[src/design/bmd_defs.svh]
// ==========================================================================
`ifndef BMD_DEFS_SVH
`define BMD_DEFS_SVH

// ==========================================================================
// register map, byte addresses
`define BMD_REG_CTRL 8'h00
`define BMD_REG_STATUS 8'h04
`define BMD_REG_EDGES 8'h08

// ==========================================================================
// control and status fields
`define BMD_CTRL_OVR_BIT 0
`define BMD_CTRL_MODE_LSB 1
`define BMD_STAT_MODE_LSB 4
`define BMD_STAT_SW_LSB 6
`define BMD_STAT_EA_BIT 8
`define BMD_STAT_CS_BIT 9
`define BMD_STAT_OE_BIT 10

// ==========================================================================
// map switch settings
`define BMD_MAP_NONE 2'h0
`define BMD_MAP_HIGH 2'h1
`define BMD_MAP_PROGEXT 2'h2
`define BMD_MAP_BOTH 2'h3

// ==========================================================================
// flag decode codes: set code of flag i is base plus i times stride
`define BMD_FLAG_SET_BASE 6'h20
`define BMD_FLAG_STRIDE 6'h04
`define BMD_FLAG_CLR_BIT 6'h02

// ==========================================================================
// bus answers
`define BMD_RESP_OKAY 2'h0
`define BMD_RESP_SLVERR 2'h2

`endif

[src/design/bmd_pkg.sv]
// ==========================================================================
// types shared by the glue logic
package bmd_pkg;

    typedef logic [1:0] bmd_map_t;

    // processor side pins, sampled as one group
    typedef struct packed {
        logic [4:0] addr_hi;
        logic read_n;
        logic pstore_n;
        logic proc_clk;
        logic sw_high;
        logic sw_low;
    } bmd_pins_s;

    // memory control outputs
    typedef struct packed {
        logic chip_sel_n;
        logic out_en_n;
        logic ext_prog;
    } bmd_mem_s;

endpackage : bmd_pkg

[src/design/bmd_glue.sv]
`timescale 1ns/100ps
`include "bmd_defs.svh"

module bmd_glue import bmd_pkg::*; #(
    parameter int ADDR_W = 8,
    parameter int NUM_FLAGS = 4,
    parameter int EDGE_W = 16
) (
    // clock and reset
    input wire logic sys_clk,
    input wire logic arst_n,
    // processor bus pins
    input wire logic [4:0] addr_hi,
    input wire logic read_strobe_n,
    input wire logic program_store_strobe_n,
    input wire logic processor_clock_out,
    input wire logic map_switch_high,
    input wire logic map_switch_low,
    // memory control and flags
    output logic ram_chip_select_n,
    output logic ram_output_enable_n,
    output logic external_program_access,
    output logic [NUM_FLAGS-1:0] port_flags,
    // axi4-lite write address and data
    input wire logic [ADDR_W-1:0] s_axi_awaddr,
    input wire logic [2:0] s_axi_awprot,
    input wire logic s_axi_awvalid,
    output logic s_axi_awready,
    input wire logic [31:0] s_axi_wdata,
    input wire logic [3:0] s_axi_wstrb,
    input wire logic s_axi_wvalid,
    output logic s_axi_wready,
    // axi4-lite write response
    output logic [1:0] s_axi_bresp,
    output logic s_axi_bvalid,
    input wire logic s_axi_bready,
    // axi4-lite read
    input wire logic [ADDR_W-1:0] s_axi_araddr,
    input wire logic [2:0] s_axi_arprot,
    input wire logic s_axi_arvalid,
    output logic s_axi_arready,
    output logic [31:0] s_axi_rdata,
    output logic [1:0] s_axi_rresp,
    output logic s_axi_rvalid,
    input wire logic s_axi_rready
);

    // ======================================================================
    // parameter checks
    if (ADDR_W < 4 || ADDR_W > 8) begin : g_bad_addr
        $error("bmd_glue: ADDR_W must be 4 to 8");
    end
    if (NUM_FLAGS != 4) begin : g_bad_flags
        $error("bmd_glue: decode serves exactly four flags");
    end
    if (EDGE_W < 1 || EDGE_W > 32) begin : g_bad_edge
        $error("bmd_glue: EDGE_W must be 1 to 32");
    end

    // ======================================================================
    // pin synchronisers
    // all pins are asynchronous to sys_clk; address and strobes are sampled
    // together with the processor clock, so they must be stable a few
    // sys_clk periods around its rising edge
    bmd_pins_s pins_raw;
    bmd_pins_s sync1_reg;
    bmd_pins_s sync2_reg;
    logic proc_clk_prev_reg;
    logic proc_edge;

    assign pins_raw = '{addr_hi: addr_hi, read_n: read_strobe_n,
                        pstore_n: program_store_strobe_n, proc_clk: processor_clock_out,
                        sw_high: map_switch_high, sw_low: map_switch_low};

    always_ff @(posedge sys_clk or negedge arst_n) begin
        if (!arst_n) begin
            sync1_reg <= '1;
            sync2_reg <= '1;
        end else begin
            sync1_reg <= pins_raw;
            sync2_reg <= sync1_reg;
        end
    end

    always_ff @(posedge sys_clk or negedge arst_n) begin
        if (!arst_n) begin
            proc_clk_prev_reg <= 1'b1;
        end else begin
            proc_clk_prev_reg <= sync2_reg.proc_clk;
        end
    end

    assign proc_edge = sync2_reg.proc_clk & ~proc_clk_prev_reg;

    // ======================================================================
    // flag decode
    logic [5:0] decode_vec;
    logic [NUM_FLAGS-1:0] flag_reg;

    assign decode_vec = {sync2_reg.addr_hi, sync2_reg.read_n};

    for (genvar i = 0; i < NUM_FLAGS; i++) begin : g_flag
        localparam logic [5:0] SET_CODE = 6'(`BMD_FLAG_SET_BASE + i * `BMD_FLAG_STRIDE);
        localparam logic [5:0] CLR_CODE = SET_CODE | `BMD_FLAG_CLR_BIT;
        // reset value chosen as zero only so the outputs are defined
        always_ff @(posedge sys_clk or negedge arst_n) begin
            if (!arst_n) begin
                flag_reg[i] <= 1'b0;
            end else if (proc_edge && decode_vec == SET_CODE) begin
                flag_reg[i] <= 1'b1;
            end else if (proc_edge && decode_vec == CLR_CODE) begin
                flag_reg[i] <= 1'b0;
            end
            // otherwise the flag holds
        end
    end

    assign port_flags = flag_reg;

    // ======================================================================
    // edge counter, lets software see that the processor clock is alive
    logic [EDGE_W-1:0] edge_cnt_reg;

    always_ff @(posedge sys_clk or negedge arst_n) begin
        if (!arst_n) begin
            edge_cnt_reg <= '0;
        end else if (proc_edge) begin
            edge_cnt_reg <= edge_cnt_reg + 1'b1;
        end
    end

    // ======================================================================
    // memory map selection
    logic ctrl_ovr_reg;
    bmd_map_t ctrl_mode_reg;
    bmd_map_t map_mode;
    bmd_mem_s mem_next;
    bmd_mem_s mem_reg;
    logic any_strobe;

    // software override exists for bring-up without touching the switches
    assign map_mode = ctrl_ovr_reg ? ctrl_mode_reg : {sync2_reg.sw_high, sync2_reg.sw_low};
    assign any_strobe = ~sync2_reg.read_n | ~sync2_reg.pstore_n;

    always_comb begin
        mem_next = '{chip_sel_n: 1'b1, out_en_n: 1'b1, ext_prog: 1'b0};
        case (map_mode)
            `BMD_MAP_NONE: begin
                mem_next = '{chip_sel_n: 1'b1, out_en_n: 1'b1, ext_prog: 1'b0};
            end
            `BMD_MAP_HIGH: begin
                mem_next.chip_sel_n = ~sync2_reg.addr_hi[4];
                mem_next.out_en_n = ~any_strobe;
                mem_next.ext_prog = 1'b0;
            end
            `BMD_MAP_BOTH: begin
                mem_next = '{chip_sel_n: 1'b0, out_en_n: ~any_strobe, ext_prog: 1'b0};
            end
            `BMD_MAP_PROGEXT: begin
                mem_next = '{chip_sel_n: 1'b0, out_en_n: ~any_strobe, ext_prog: 1'b1};
            end
            default: begin
                mem_next = '{chip_sel_n: 1'b1, out_en_n: 1'b1, ext_prog: 1'b0};
            end
        endcase
    end

    // registered outputs cost one more cycle on top of the synchroniser
    always_ff @(posedge sys_clk or negedge arst_n) begin
        if (!arst_n) begin
            mem_reg <= '{chip_sel_n: 1'b1, out_en_n: 1'b1, ext_prog: 1'b0};
        end else begin
            mem_reg <= mem_next;
        end
    end

    assign ram_chip_select_n = mem_reg.chip_sel_n;
    assign ram_output_enable_n = mem_reg.out_en_n;
    assign external_program_access = mem_reg.ext_prog;

    // ======================================================================
    // axi4-lite write path
    logic awready_reg;
    logic wready_reg;
    logic bvalid_reg;
    logic [1:0] bresp_reg;
    logic aw_hold_reg;
    logic w_hold_reg;
    logic [ADDR_W-1:0] awaddr_reg;
    logic [31:0] wdata_reg;
    logic [3:0] wstrb_reg;
    logic aw_fire;
    logic w_fire;
    logic wr_do;
    logic aw_hold_next;
    logic w_hold_next;
    logic bvalid_next;
    logic [7:0] wr_addr;
    logic [31:0] wr_data;
    logic [3:0] wr_strb;

    assign aw_fire = s_axi_awvalid & awready_reg;
    assign w_fire = s_axi_wvalid & wready_reg;
    assign wr_do = (aw_hold_reg | aw_fire) & (w_hold_reg | w_fire);
    assign aw_hold_next = (aw_hold_reg | aw_fire) & ~wr_do;
    assign w_hold_next = (w_hold_reg | w_fire) & ~wr_do;
    assign bvalid_next = wr_do | (bvalid_reg & ~s_axi_bready);
    assign wr_addr = 8'(aw_fire ? s_axi_awaddr : awaddr_reg);
    assign wr_data = w_fire ? s_axi_wdata : wdata_reg;
    assign wr_strb = w_fire ? s_axi_wstrb : wstrb_reg;

    always_ff @(posedge sys_clk or negedge arst_n) begin
        if (!arst_n) begin
            awready_reg <= 1'b0;
            wready_reg <= 1'b0;
            bvalid_reg <= 1'b0;
            aw_hold_reg <= 1'b0;
            w_hold_reg <= 1'b0;
        end else begin
            aw_hold_reg <= aw_hold_next;
            w_hold_reg <= w_hold_next;
            bvalid_reg <= bvalid_next;
            awready_reg <= ~aw_hold_next & ~bvalid_next;
            wready_reg <= ~w_hold_next & ~bvalid_next;
        end
    end

    always_ff @(posedge sys_clk or negedge arst_n) begin
        if (!arst_n) begin
            awaddr_reg <= '0;
            wdata_reg <= '0;
            wstrb_reg <= '0;
        end else begin
            if (aw_fire) begin
                awaddr_reg <= s_axi_awaddr;
            end
            if (w_fire) begin
                wdata_reg <= s_axi_wdata;
                wstrb_reg <= s_axi_wstrb;
            end
        end
    end

    always_ff @(posedge sys_clk or negedge arst_n) begin
        if (!arst_n) begin
            bresp_reg <= `BMD_RESP_OKAY;
        end else if (wr_do) begin
            case ({wr_addr[7:2], 2'h0})
                `BMD_REG_CTRL, `BMD_REG_STATUS, `BMD_REG_EDGES: begin
                    bresp_reg <= `BMD_RESP_OKAY;
                end
                default: begin
                    bresp_reg <= `BMD_RESP_SLVERR;
                end
            endcase
        end
    end

    // only the control word is writable; other mapped words ignore writes
    always_ff @(posedge sys_clk or negedge arst_n) begin
        if (!arst_n) begin
            ctrl_ovr_reg <= 1'b0;
            ctrl_mode_reg <= `BMD_MAP_NONE;
        end else if (wr_do && {wr_addr[7:2], 2'h0} == `BMD_REG_CTRL && wr_strb[0]) begin
            ctrl_ovr_reg <= wr_data[`BMD_CTRL_OVR_BIT];
            ctrl_mode_reg <= wr_data[`BMD_CTRL_MODE_LSB +: 2];
        end
    end

    assign s_axi_awready = awready_reg;
    assign s_axi_wready = wready_reg;
    assign s_axi_bvalid = bvalid_reg;
    assign s_axi_bresp = bresp_reg;

    // ======================================================================
    // axi4-lite read path
    logic arready_reg;
    logic rvalid_reg;
    logic [31:0] rdata_reg;
    logic [1:0] rresp_reg;
    logic ar_fire;
    logic rvalid_next;
    logic [31:0] rd_word;
    logic [1:0] rd_resp;

    assign ar_fire = s_axi_arvalid & arready_reg;
    assign rvalid_next = ar_fire | (rvalid_reg & ~s_axi_rready);

    always_comb begin
        rd_word = 32'h0;
        rd_resp = `BMD_RESP_OKAY;
        case ({s_axi_araddr[ADDR_W-1:2], 2'h0})
            `BMD_REG_CTRL: begin
                rd_word[`BMD_CTRL_OVR_BIT] = ctrl_ovr_reg;
                rd_word[`BMD_CTRL_MODE_LSB +: 2] = ctrl_mode_reg;
            end
            `BMD_REG_STATUS: begin
                rd_word[NUM_FLAGS-1:0] = flag_reg;
                rd_word[`BMD_STAT_MODE_LSB +: 2] = map_mode;
                rd_word[`BMD_STAT_SW_LSB +: 2] = {sync2_reg.sw_high, sync2_reg.sw_low};
                rd_word[`BMD_STAT_EA_BIT] = mem_reg.ext_prog;
                rd_word[`BMD_STAT_CS_BIT] = mem_reg.chip_sel_n;
                rd_word[`BMD_STAT_OE_BIT] = mem_reg.out_en_n;
            end
            `BMD_REG_EDGES: begin
                rd_word[EDGE_W-1:0] = edge_cnt_reg;
            end
            default: begin
                rd_resp = `BMD_RESP_SLVERR;
            end
        endcase
    end

    always_ff @(posedge sys_clk or negedge arst_n) begin
        if (!arst_n) begin
            arready_reg <= 1'b0;
            rvalid_reg <= 1'b0;
        end else begin
            rvalid_reg <= rvalid_next;
            arready_reg <= ~rvalid_next;
        end
    end

    always_ff @(posedge sys_clk or negedge arst_n) begin
        if (!arst_n) begin
            rdata_reg <= 32'h0;
            rresp_reg <= `BMD_RESP_OKAY;
        end else if (ar_fire) begin
            rdata_reg <= rd_word;
            rresp_reg <= rd_resp;
        end
    end

    assign s_axi_arready = arready_reg;
    assign s_axi_rvalid = rvalid_reg;
    assign s_axi_rdata = rdata_reg;
    assign s_axi_rresp = rresp_reg;

endmodule : bmd_glue

[config.mk]
export PLATFORM = sky130hd
export DESIGN_NAME = bmd_glue
export DESIGN_NICKNAME = d
export VERILOG_FILES = /design/src/design/bmd_pkg.sv /design/src/design/bmd_glue.sv
export VERILOG_INCLUDE_DIRS = /design/src /design/src/design
export SDC_FILE = /design/constraint.sdc
export NUM_CORES = 1
export LEC_CHECK = 0
export BUFFER_PORTS_ARGS = -buffer_cell sky130_fd_sc_hd__buf_4
export CAP_MARGIN = 20
export CORE_MARGIN = 3
export CORE_UTILIZATION = 49
export CTS_CLUSTER_SIZE = 8
export DETAILED_ROUTE_END_ITERATION = 8
export PLACE_DENSITY = 0.79
export SYNTH_ARGS = -nofsm -noshare
export SYNTH_HDL_FRONTEND = slang
export SYNTH_SLANG_ARGS = --single-unit
[constraint.sdc]
create_clock -name sys_clk -period 1.7 [get_ports sys_clk]
set_input_delay 0 -clock sys_clk [delete_from_list [all_inputs] [get_ports sys_clk]]
set_output_delay 0 -clock sys_clk [all_outputs]
set_load 0.1 [all_outputs]
==> flow_metrics.env, run 1 <==
export IMPL_min_period_ns=1.68
export IMPL_start_util_pct=52.0
export IMPL_synth_main_ff_cell="dfrtp_1"
export IMPL_drive_gt1_share_pct=40.9
export IMPL_synth_commonest_cells="59 x dfrtp_1, 27 x nand2_1, 23 x dfstp_2, 18 x buf_4, 15 x mux2_2"
export IMPL_intPower_w=0.00379
export IMPL_setup_viol=0
export IMPL_power_frac_comb_pct=31.5
export IMPL_crit_required_ns=1.93
export IMPL_r2r_start="s_axi_awready$_DFF_PN0_"
export IMPL_reg2regPathDepth=5
export IMPL_cp_endpoint="ctrl_ovr_reg$_DFFE_PN0P_"
export IMPL_cts_sinks=82
export IMPL_whs_ns=0.0187
export IMPL_timing_fmax_ghz=0.596
export IMPL_post_route_util_pct=67.9
export IMPL_drc_errors=0
export IMPL_synth_warnings=0
export IMPL_rr_endpoint="ctrl_ovr_reg$_DFFE_PN0P_"
export IMPL_multi_input_area_um2=1210
export IMPL_drv_slew=0
export IMPL_syn_to_final_growth_pct=30.7
export IMPL_critPathArrivalTime_ns=1.91
export IMPL_crit_type="flop to flop"
export IMPL_leakage_nw=2.00
export IMPL_p_sw_w=0.00228
export IMPL_p_sw_share_pct=37.6
export IMPL_avgSynthCellArea_um2=12.5
export IMPL_status="completed"
export IMPL_hold_path_class="primary input to flop"
export IMPL_cts_clk_slew_worst_paths_ns=0.08
export IMPL_netlist_area_um2=3380
export IMPL_postRouteAntennaNets=0
export IMPL_crit_start="s_axi_awready$_DFF_PN0_"
export IMPL_routed_wl_um=6700
export IMPL_hpwlAfterDp_um=4600
export IMPL_rows=29
export IMPL_synth_top_cell_area_share_pct=43.7
export IMPL_path_max_fanout=9
export IMPL_clockBufferDepth=2
export IMPL_cp_end_kind="flop"
export IMPL_synthAdderAreaFrac_pct=0.371
export IMPL_wl_per_cell_um=15.0
export IMPL_powerDensity_nw_per_um2=1380
export IMPL_netlist_instances=270
export IMPL_core_area_um2=6490
export IMPL_track_usage_pct=19.1
export IMPL_synth_async_reset_ratio_pct=100
export IMPL_synth_compound_area_share_pct=9.48
export IMPL_finalCritPeriodShare_pct=98.6
export IMPL_ys_seq_area_share_pct=61.6
export IMPL_fin_worst_skew_ns=0.0104
export IMPL_maxSlewHeadroom_pct=67.0
export IMPL_firstDrtPassIters=4
export IMPL_port_buffers=62
export IMPL_reg2reg_slack_ns=0.02
export IMPL_synthTopCellsByArea="dfrtp_1 44%, dfstp_2 18%, mux2_2 5.0%, buf_4 4.0%, xnor2_1 3.1%"
export IMPL_synth_xor_area_share_pct=3.89
export IMPL_vias=2285
export IMPL_design_area_um2=4410
export IMPL_grt_max_degree=46
export IMPL_yosys_area_top_type="dfrtp_1"
export IMPL_gp_congestion=0.808
export IMPL_diodes=0
export IMPL_area_sequential_um2=2090
export IMPL_root_buffer="clkbuf_8"
export IMPL_nets=440
export IMPL_clk_latency_ns=0.35
export IMPL_synth_mux_area_share_pct=6.78
export IMPL_synth_edff_count=0
export IMPL_via_per_inst=5.12
export IMPL_grt_pass1_wl_um=11200
export IMPL_peakVddDrop_uv=799
export IMPL_place_area_um2=3940
export IMPL_pwr_share_seq_pct=43.8
export IMPL_synth_distinct_cells=43
export IMPL_startpoint_type="flop"
export IMPL_die_h_um=89.0
export IMPL_grt_overflow_total=0
export IMPL_antenna_found_initial=0
export IMPL_hold_viol_final=0
export IMPL_cts_tree="yes"
export IMPL_maxCapViolCount=0
export IMPL_cts_inserted_buffers=9
export IMPL_die_width_um=89.0
export IMPL_synth_simple_area_share_pct=11.5
export IMPL_dieArea_um2=7920
export IMPL_pwr_share_clk_pct=24.6
export IMPL_power_w=0.00607
export IMPL_drtIter0Drc=126
export IMPL_h_tree_depth=3
export IMPL_ys_ff_latch=82
export IMPL_worstMarginPinSlew_ns=0.491
export IMPL_fillers=471
export IMPL_pin_count=123
export IMPL_synth_top_family_by_area="simple AND/OR/NAND/NOR gates"
export IMPL_grt_pass1_vias=2320
export IMPL_post_synth_top_count_cell="dfrtp_1"
## how the worst min path moves through the flow
stage,startpoint,depth (start not counted),end
floorplan,arst_n,0,aw_hold_reg$_DFF_PN0_
global placement,arst_n,1,awaddr_reg[6]$_DFF_PN0_
detailed placement,arst_n,1,s_axi_rvalid$_DFF_PN0_
CTS,s_axi_awvalid,3,aw_hold_reg$_DFF_PN0_
global route,s_axi_awvalid,3,aw_hold_reg$_DFF_PN0_
finish,s_axi_awvalid,3,aw_hold_reg$_DFF_PN0_
## cell type report
type,count,area share (%)
Multi-Input combinational cell,171,27.4
Sequential cell,82,47.3
Timing Repair Buffer,92,17.2
Clock inverter,2,0.284
Tap cell,77,2.18
Clock buffer,14,4.91
Inverter,8,0.680
## kinds of logic (layout without fill, tap and decap cells)
kind of cell / count (synthesis) / count (layout)
muxes: 21 / 21
DFF: 82 / 82
and+or+nand+nor: 74 / 74
AOI/OAI and AO/OA: 42 / 42
buffers and inverters: 34 / 116
other: 1 / 18
adders and majority gates: 1 / 1
xor gates and xnor gates: 15 / 15
## power groups by stage
stage                     clock, W  sequential [W]  combinational [W]
after CTS                  0.00154         0.00266            0.00191
after global placement           0         0.00268            0.00182
after detailed placement         0         0.00268            0.00186
after floorplan                  0         0.00327           0.000829
after global routing       0.00163         0.00270            0.00205
final                      0.00150         0.00266            0.00191
## layer usage
| layer | up-vias | GRT usage, % | share of wire (%) |
|---|---|---|---|
| met4 | 0 | 6.09 | 1.4 |
| met1 | 1113 | 23.9 | 43 |
| li1 | 1095 | - | - |
| met5 | - | 0 | 0 |
| met2 | 70 | 32.1 | 50 |
| met3 | 7 | 5.71 | 5.2 |
## metrics by stage
stage / worst slack [ns] / instances / TNS [ns]
6_report: 0.0234 / 446 / 0
3_3_place_gp: 0.0505 / 406 / 0
2_1_floorplan: -0.0408 / 287 / -0.114
4_1_cts: 0.00306 / 445 / 0
5_1_grt: -0.0133 / 446 / -0.0133
3_5_place_dp: 0.0409 / 406 / 0
## cell usage in the layout, fill, tap and decap left out, types with 2 or more instances in the layout
master          n
clkbuf_8       10
buf_4          68
nor4_1          2
nor2_1          8
a21oi_1         3
mux2i_1         6
and4_1          2
dfrtp_4         2
dfstp_2        23
or2_2           3
nand2b_1        2
dlygate4sd3_1  23
nand2_1        26
clkbuf_16       3
conb_1         18
nor2b_1         4
mux2_4          3
dfrtp_1        56
o31ai_1         2
a22o_1          3
a22oi_1         3
xnor2_1        12
xor2_1          3
mux2_2         12
o21ai_0         9
o21ai_2         9
nand3_1         8
inv_1           8
nor3_1          4
nand4_1         6
a22oi_2         5
a21oi_2         2
and3_1          2
## critical path: stages (launching register included)
cell	delay, ns
dfrtp_4	0.52
nand2_8	0.12
mux2_4	0.32
nand4_1	0.11
buf_4	0.15
mux2_2	0.33
## timing repair
action / in CTS / in global routing
setup endpoints to repair: 2 / 3
hold buffers: 23 / 0
gates resized for setup: 0 / 2
hold endpoints to repair: 61 / 0
buffers inserted: 0 / 1
cloned: 0 / 0
pin swaps: 1 / 2
(Power assumes the default switching activity.)
==> run 2, diff against run 1 <==
- HOLD_SLACK_MARGIN: unset -> 0.05
==> flow_metrics.env, run 2 (synthesis gave the netlist of run 1 again) <==
export IMPL_clk_latency_ns=0.35
export IMPL_via_per_inst=5.16
export IMPL_maxCapViolCount=0
export IMPL_grt_overflow_total=0
export IMPL_peakVddDrop_uv=825
export IMPL_port_buffers=62
export IMPL_cp_top_family="flip-flops"
export IMPL_fillers=465
export IMPL_rows=29
export IMPL_start_util_pct=52.0
export IMPL_min_period_ns=1.65
export IMPL_rsz0062_at_grt="true"
export IMPL_status="completed"
export IMPL_dieArea_um2=7920
export IMPL_layout_common_cells="69 x buf_4, 56 x dfrtp_1, 27 x dlygate4sd3_1"
export IMPL_drive_gt1_share_pct=40.9
export IMPL_grt_pass1_wl_um=11500
export IMPL_drc_errors=0
export IMPL_diodes=0
export IMPL_setup_viol=0
export IMPL_power_w=0.00614
export IMPL_postRouteAntennaNets=0
export IMPL_finalCritPeriodShare_pct=97.0
export IMPL_hold_viol_final=0
export IMPL_die_width_um=89.0
export IMPL_timing_fmax_ghz=0.606
export IMPL_place_area_um2=3940
export IMPL_firstDrtPassIters=4
export IMPL_nets=445
export IMPL_h_tree_depth=3
export IMPL_setup_tns_ns=0
export IMPL_grt_max_degree=46
export IMPL_cts_clk_slew_worst_paths_ns=0.08
export IMPL_core_area_um2=6490
export IMPL_area_sequential_um2=2090
export IMPL_gp_congestion=0.808
export IMPL_cts_tree="yes"
export IMPL_fin_worst_skew_ns=0.0105
export IMPL_cts_inserted_buffers=9
export IMPL_leakage_nw=2.02
export IMPL_syn_to_final_growth_pct=32.1
export IMPL_root_buffer="clkbuf_8"
export IMPL_powerDensity_nw_per_um2=1380
export IMPL_crit_required_ns=1.93
export IMPL_clockBufferDepth=2
export IMPL_crit_path_top_delay_cell="dfrtp_4"
export IMPL_track_usage_pct=19.6
export IMPL_hpwlAfterDp_um=4600
export IMPL_path_cells="and3_4 -> a2111oi_4 -> nand4_1 -> mux2_4"
export IMPL_crit_type="flop to flop"
export IMPL_layout_setup_ws_ns=0.0511
export IMPL_hold_path_class="primary input to flop"
export IMPL_dp_slack_ns=0.0409
export IMPL_vias=2328
export IMPL_drv_slew=0
export IMPL_cp_num_buf_inv=0
export IMPL_cpPeakStageDelay_ns=0.53
export IMPL_multi_input_area_um2=1210
export IMPL_pin_count=123
export IMPL_routed_wl_um=6960
export IMPL_startpoint_type="flop"
export IMPL_cp_end_kind="flop"
export IMPL_path_max_fanout=4
export IMPL_die_h_um=89.0
export IMPL_wl_per_cell_um=15.4
export IMPL_layout_commonest_cell="buf_4"
export IMPL_cts_sinks=82
export IMPL_design_area_um2=4460
export IMPL_drtIter0Drc=131
export IMPL_critPathArrivalTime_ns=1.88
export IMPL_grt_pass1_vias=2371
export IMPL_antenna_found_initial=0
## run 2: final timing paths
check                                   startpoint                           end  slack (ns)  cells after the start
setup / recovery           s_axi_awready$_DFF_PN0_  ctrl_mode_reg[1]$_DFFE_PN0P_        0.05                      4
hold / removal                     s_axi_awaddr[2]       awaddr_reg[2]$_DFF_PN0_        0.09                      4
setup reg to reg           s_axi_awready$_DFF_PN0_  ctrl_mode_reg[1]$_DFFE_PN0P_        0.05                      4
hold reg to reg             sync1_reg[6]$_DFF_PN1_       decode_vec[2]$_DFF_PN1_        0.36                      0
max in group asynchronous                   arst_n        sync2_reg[3]$_DFF_PN1_        0.88                      3
min in group asynchronous                   arst_n   s_axi_rdata[14]$_DFFE_PN0P_        0.16                      2
## run 2: stage by stage
stage	hold WS (ns)	std cells	util, %
finish	0.0861	451	68.7
global route	0.0857	451	68.7
CTS	0.0578	449	68.3
detailed placement	-0.00693	406	60.6
global placement	-0.0125	406	60.6
floorplan	-0.296	287	-
## run 2: area by class of cell
class / count / share of cell area (%)
sequential: 82 / 46.8
clock inverter: 2 / 0.280
timing repair buffer: 97 / 18.1
clock buffer: 14 / 4.85
multi-input combinational: 171 / 27.1
tap: 77 / 2.16
inverter: 8 / 0.673
## run 2: power by group
part,switching (W),total (W),internal [W]
Sequential,0.000317,0.00267,0.00235
Combinational,0.00134,0.00197,0.000633
Clock,0.000662,0.00150,0.000836
## run 2: worst min-delay path, stage by stage
cell     delay [ns]
buf_4          0.08
and3_4         0.20
a21oi_1        0.06
inv_1          0.05
## run 2: metal layers
layer,share of wire (%),track usage (%),wire (µm)
met2,51,33.5,3520
met3,5.7,5.71,397
met1,42,24.0,2940
met4,1.4,6.09,97
met5,0,0,0
## run 2: timing repair
action / CTS / global route
pin swaps: 1 / 1
cloned: 0 / 0
setup endpoints to repair: 2 / 4
hold buffers: 27 / 0
resized for setup: 0 / 2
endpoints found under the hold margin: 89 / 0
setup buffers: 0 / 2
==> run 3, diff against run 2 <==
- PLACE_DENSITY: 0.79 -> 0.83
==> flow_metrics.env, run 3 (synthesis gave the netlist of run 1 again) <==
export IMPL_startpoint_type="flop"
export IMPL_fin_worst_skew_ns=0.0101
export IMPL_setup_viol=0
export IMPL_start_util_pct=52.0
export IMPL_peakVddDrop_uv=1400
export IMPL_drtIter0Drc=95
export IMPL_rsz0062_at_grt="true"
export IMPL_crit_path_top_delay_cell="dfrtp_4"
export IMPL_routed_wl_um=7000
export IMPL_powerDensity_nw_per_um2=1380
export IMPL_dieArea_um2=7920
export IMPL_nets=447
export IMPL_whs_ns=0.0714
export IMPL_antenna_found_initial=0
export IMPL_hpwlAfterDp_um=4810
export IMPL_cts_tree="yes"
export IMPL_via_per_inst=5.14
export IMPL_wl_per_cell_um=15.5
export IMPL_clk_latency_ns=0.35
export IMPL_drive_gt1_share_pct=41.0
export IMPL_track_usage_pct=19.4
export IMPL_grt_pass1_wl_um=11400
export IMPL_min_period_ns=1.67
export IMPL_cp_top_family="flip-flops"
export IMPL_crit_type="flop to flop"
export IMPL_die_h_um=89.0
export IMPL_maxCapViolCount=0
export IMPL_path_max_fanout=3
export IMPL_status="completed"
export IMPL_vias=2329
export IMPL_cpPeakStageDelay_ns=0.47
export IMPL_leakage_nw=2.03
export IMPL_root_buffer="clkbuf_8"
export IMPL_gp_congestion=0.775
export IMPL_cts_inserted_buffers=9
export IMPL_path_cells="buf_6 -> a21oi_4 -> a2111oi_4 -> nand4_1 -> mux2_4"
export IMPL_reg2reg_slack_ns=0.03
export IMPL_postRouteAntennaNets=0
export IMPL_hold_viol_final=0
export IMPL_cp_num_buf_inv=1
export IMPL_layout_common_cells="71 x buf_4, 56 x dfrtp_1, 26 x nand2_1, 26 x dlygate4sd3_1, 23 x dfstp_2"
export IMPL_drv_slew=0
export IMPL_cts_sinks=82
export IMPL_die_width_um=89.0
export IMPL_layout_commonest_cell="buf_4"
export IMPL_rows=29
export IMPL_syn_to_final_growth_pct=31.9
export IMPL_grt_max_degree=40
export IMPL_crit_required_ns=1.93
export IMPL_worstMarginPinSlew_ns=0.516
export IMPL_cp_end_kind="flop"
export IMPL_port_buffers=62
export IMPL_grt_pass1_vias=2322
export IMPL_cts_clk_slew_worst_paths_ns=0.08
export IMPL_clockBufferDepth=2
export IMPL_timing_fmax_ghz=0.597
export IMPL_power_w=0.00613
export IMPL_h_tree_depth=3
export IMPL_hold_path_class="primary input to flop"
export IMPL_core_area_um2=6490
export IMPL_maxSlewHeadroom_pct=65.4
export IMPL_pin_count=123
export IMPL_firstDrtPassIters=4
export IMPL_finalCritPeriodShare_pct=98.5
export IMPL_drc_errors=0
export IMPL_diodes=0
export IMPL_critPathArrivalTime_ns=1.91
export IMPL_grt_overflow_total=0
run 3: area by class of cell:
| type | count | area (µm²) |
|---|---|---|
| Fill cell | 460 | 2040 |
| Clock inverter | 4 | 52.6 |
| Clock buffer | 12 | 145 |
| Multi-Input combinational cell | 171 | 1210 |
| Sequential cell | 82 | 2090 |
| Inverter | 8 | 30.0 |
| Tap cell | 77 | 96.3 |
| Timing Repair Buffer | 99 | 825 |
run 3: per-layer routing:
layer	global-route usage (%)	vias to the layer above	part of all wire [%]
met3	4.15	12	5.6
met2	32.8	74	50
met1	24.5	1140	42
li1	-	1103	-
met5	0	-	0
met4	7.58	0	2.1
run 3: through the flow:
stage | instance area, µm² | cells | TNS (ns) | util [%] | setup slack (ns)
after global routing | 4450 | 453 | -0.0656 | 68.6 | -0.0226
after CTS | 4420 | 451 | 0 | 68.0 | 0.00739
after global placement | 3950 | 408 | 0 | 60.9 | 0.0534
after floorplan | 3500 | 287 | -0.114 | - | -0.0408
final | 4450 | 453 | 0 | 68.6 | 0.0253
after detailed placement | 3950 | 408 | 0 | 60.9 | 0.0147
run 3: power breakdown:
part | internal [W] | switching (W) | leakage [nW]
clock | 0.000723 | 0.000676 | 0.101
combinational | 0.000695 | 0.00137 | 0.920
sequential | 0.00235 | 0.000313 | 1.00
run 3: timing repair:
| item | CTS | global route |
|---|---|---|
| gates resized for setup | 0 | 4 |
| hold buffers | 26 | 0 |
| endpoints found under the setup margin | 1 | 3 |
| hold endpoints to repair | 107 | 0 |
| buffers inserted | 1 | 2 |
| pin swaps | 0 | 2 |
run 3: final timing paths:
check                                        start                           end  cells after the start
hold / removal                     s_axi_araddr[3]    s_axi_rresp[1]$_DFFE_PN0P_                      3
min in group asynchronous                   arst_n       awaddr_reg[6]$_DFF_PN0_                      2
setup / recovery           s_axi_awready$_DFF_PN0_  ctrl_mode_reg[0]$_DFFE_PN0P_                      5
max in group asynchronous                   arst_n   proc_clk_prev_reg$_DFF_PN1_                      3
hold reg to reg             sync1_reg[0]$_DFF_PN1_        sync2_reg[0]$_DFF_PN1_                      0
setup reg to reg           s_axi_awready$_DFF_PN0_  ctrl_mode_reg[0]$_DFFE_PN0P_                      5
run 3: worst register-to-register path, delay by kind of cell (launching register included):
family	cells	cell delay, ns
compound gates	2	0.34
buf+inv	1	0.12
flops	1	0.47
mux	1	0.37
simple gates	1	0.26
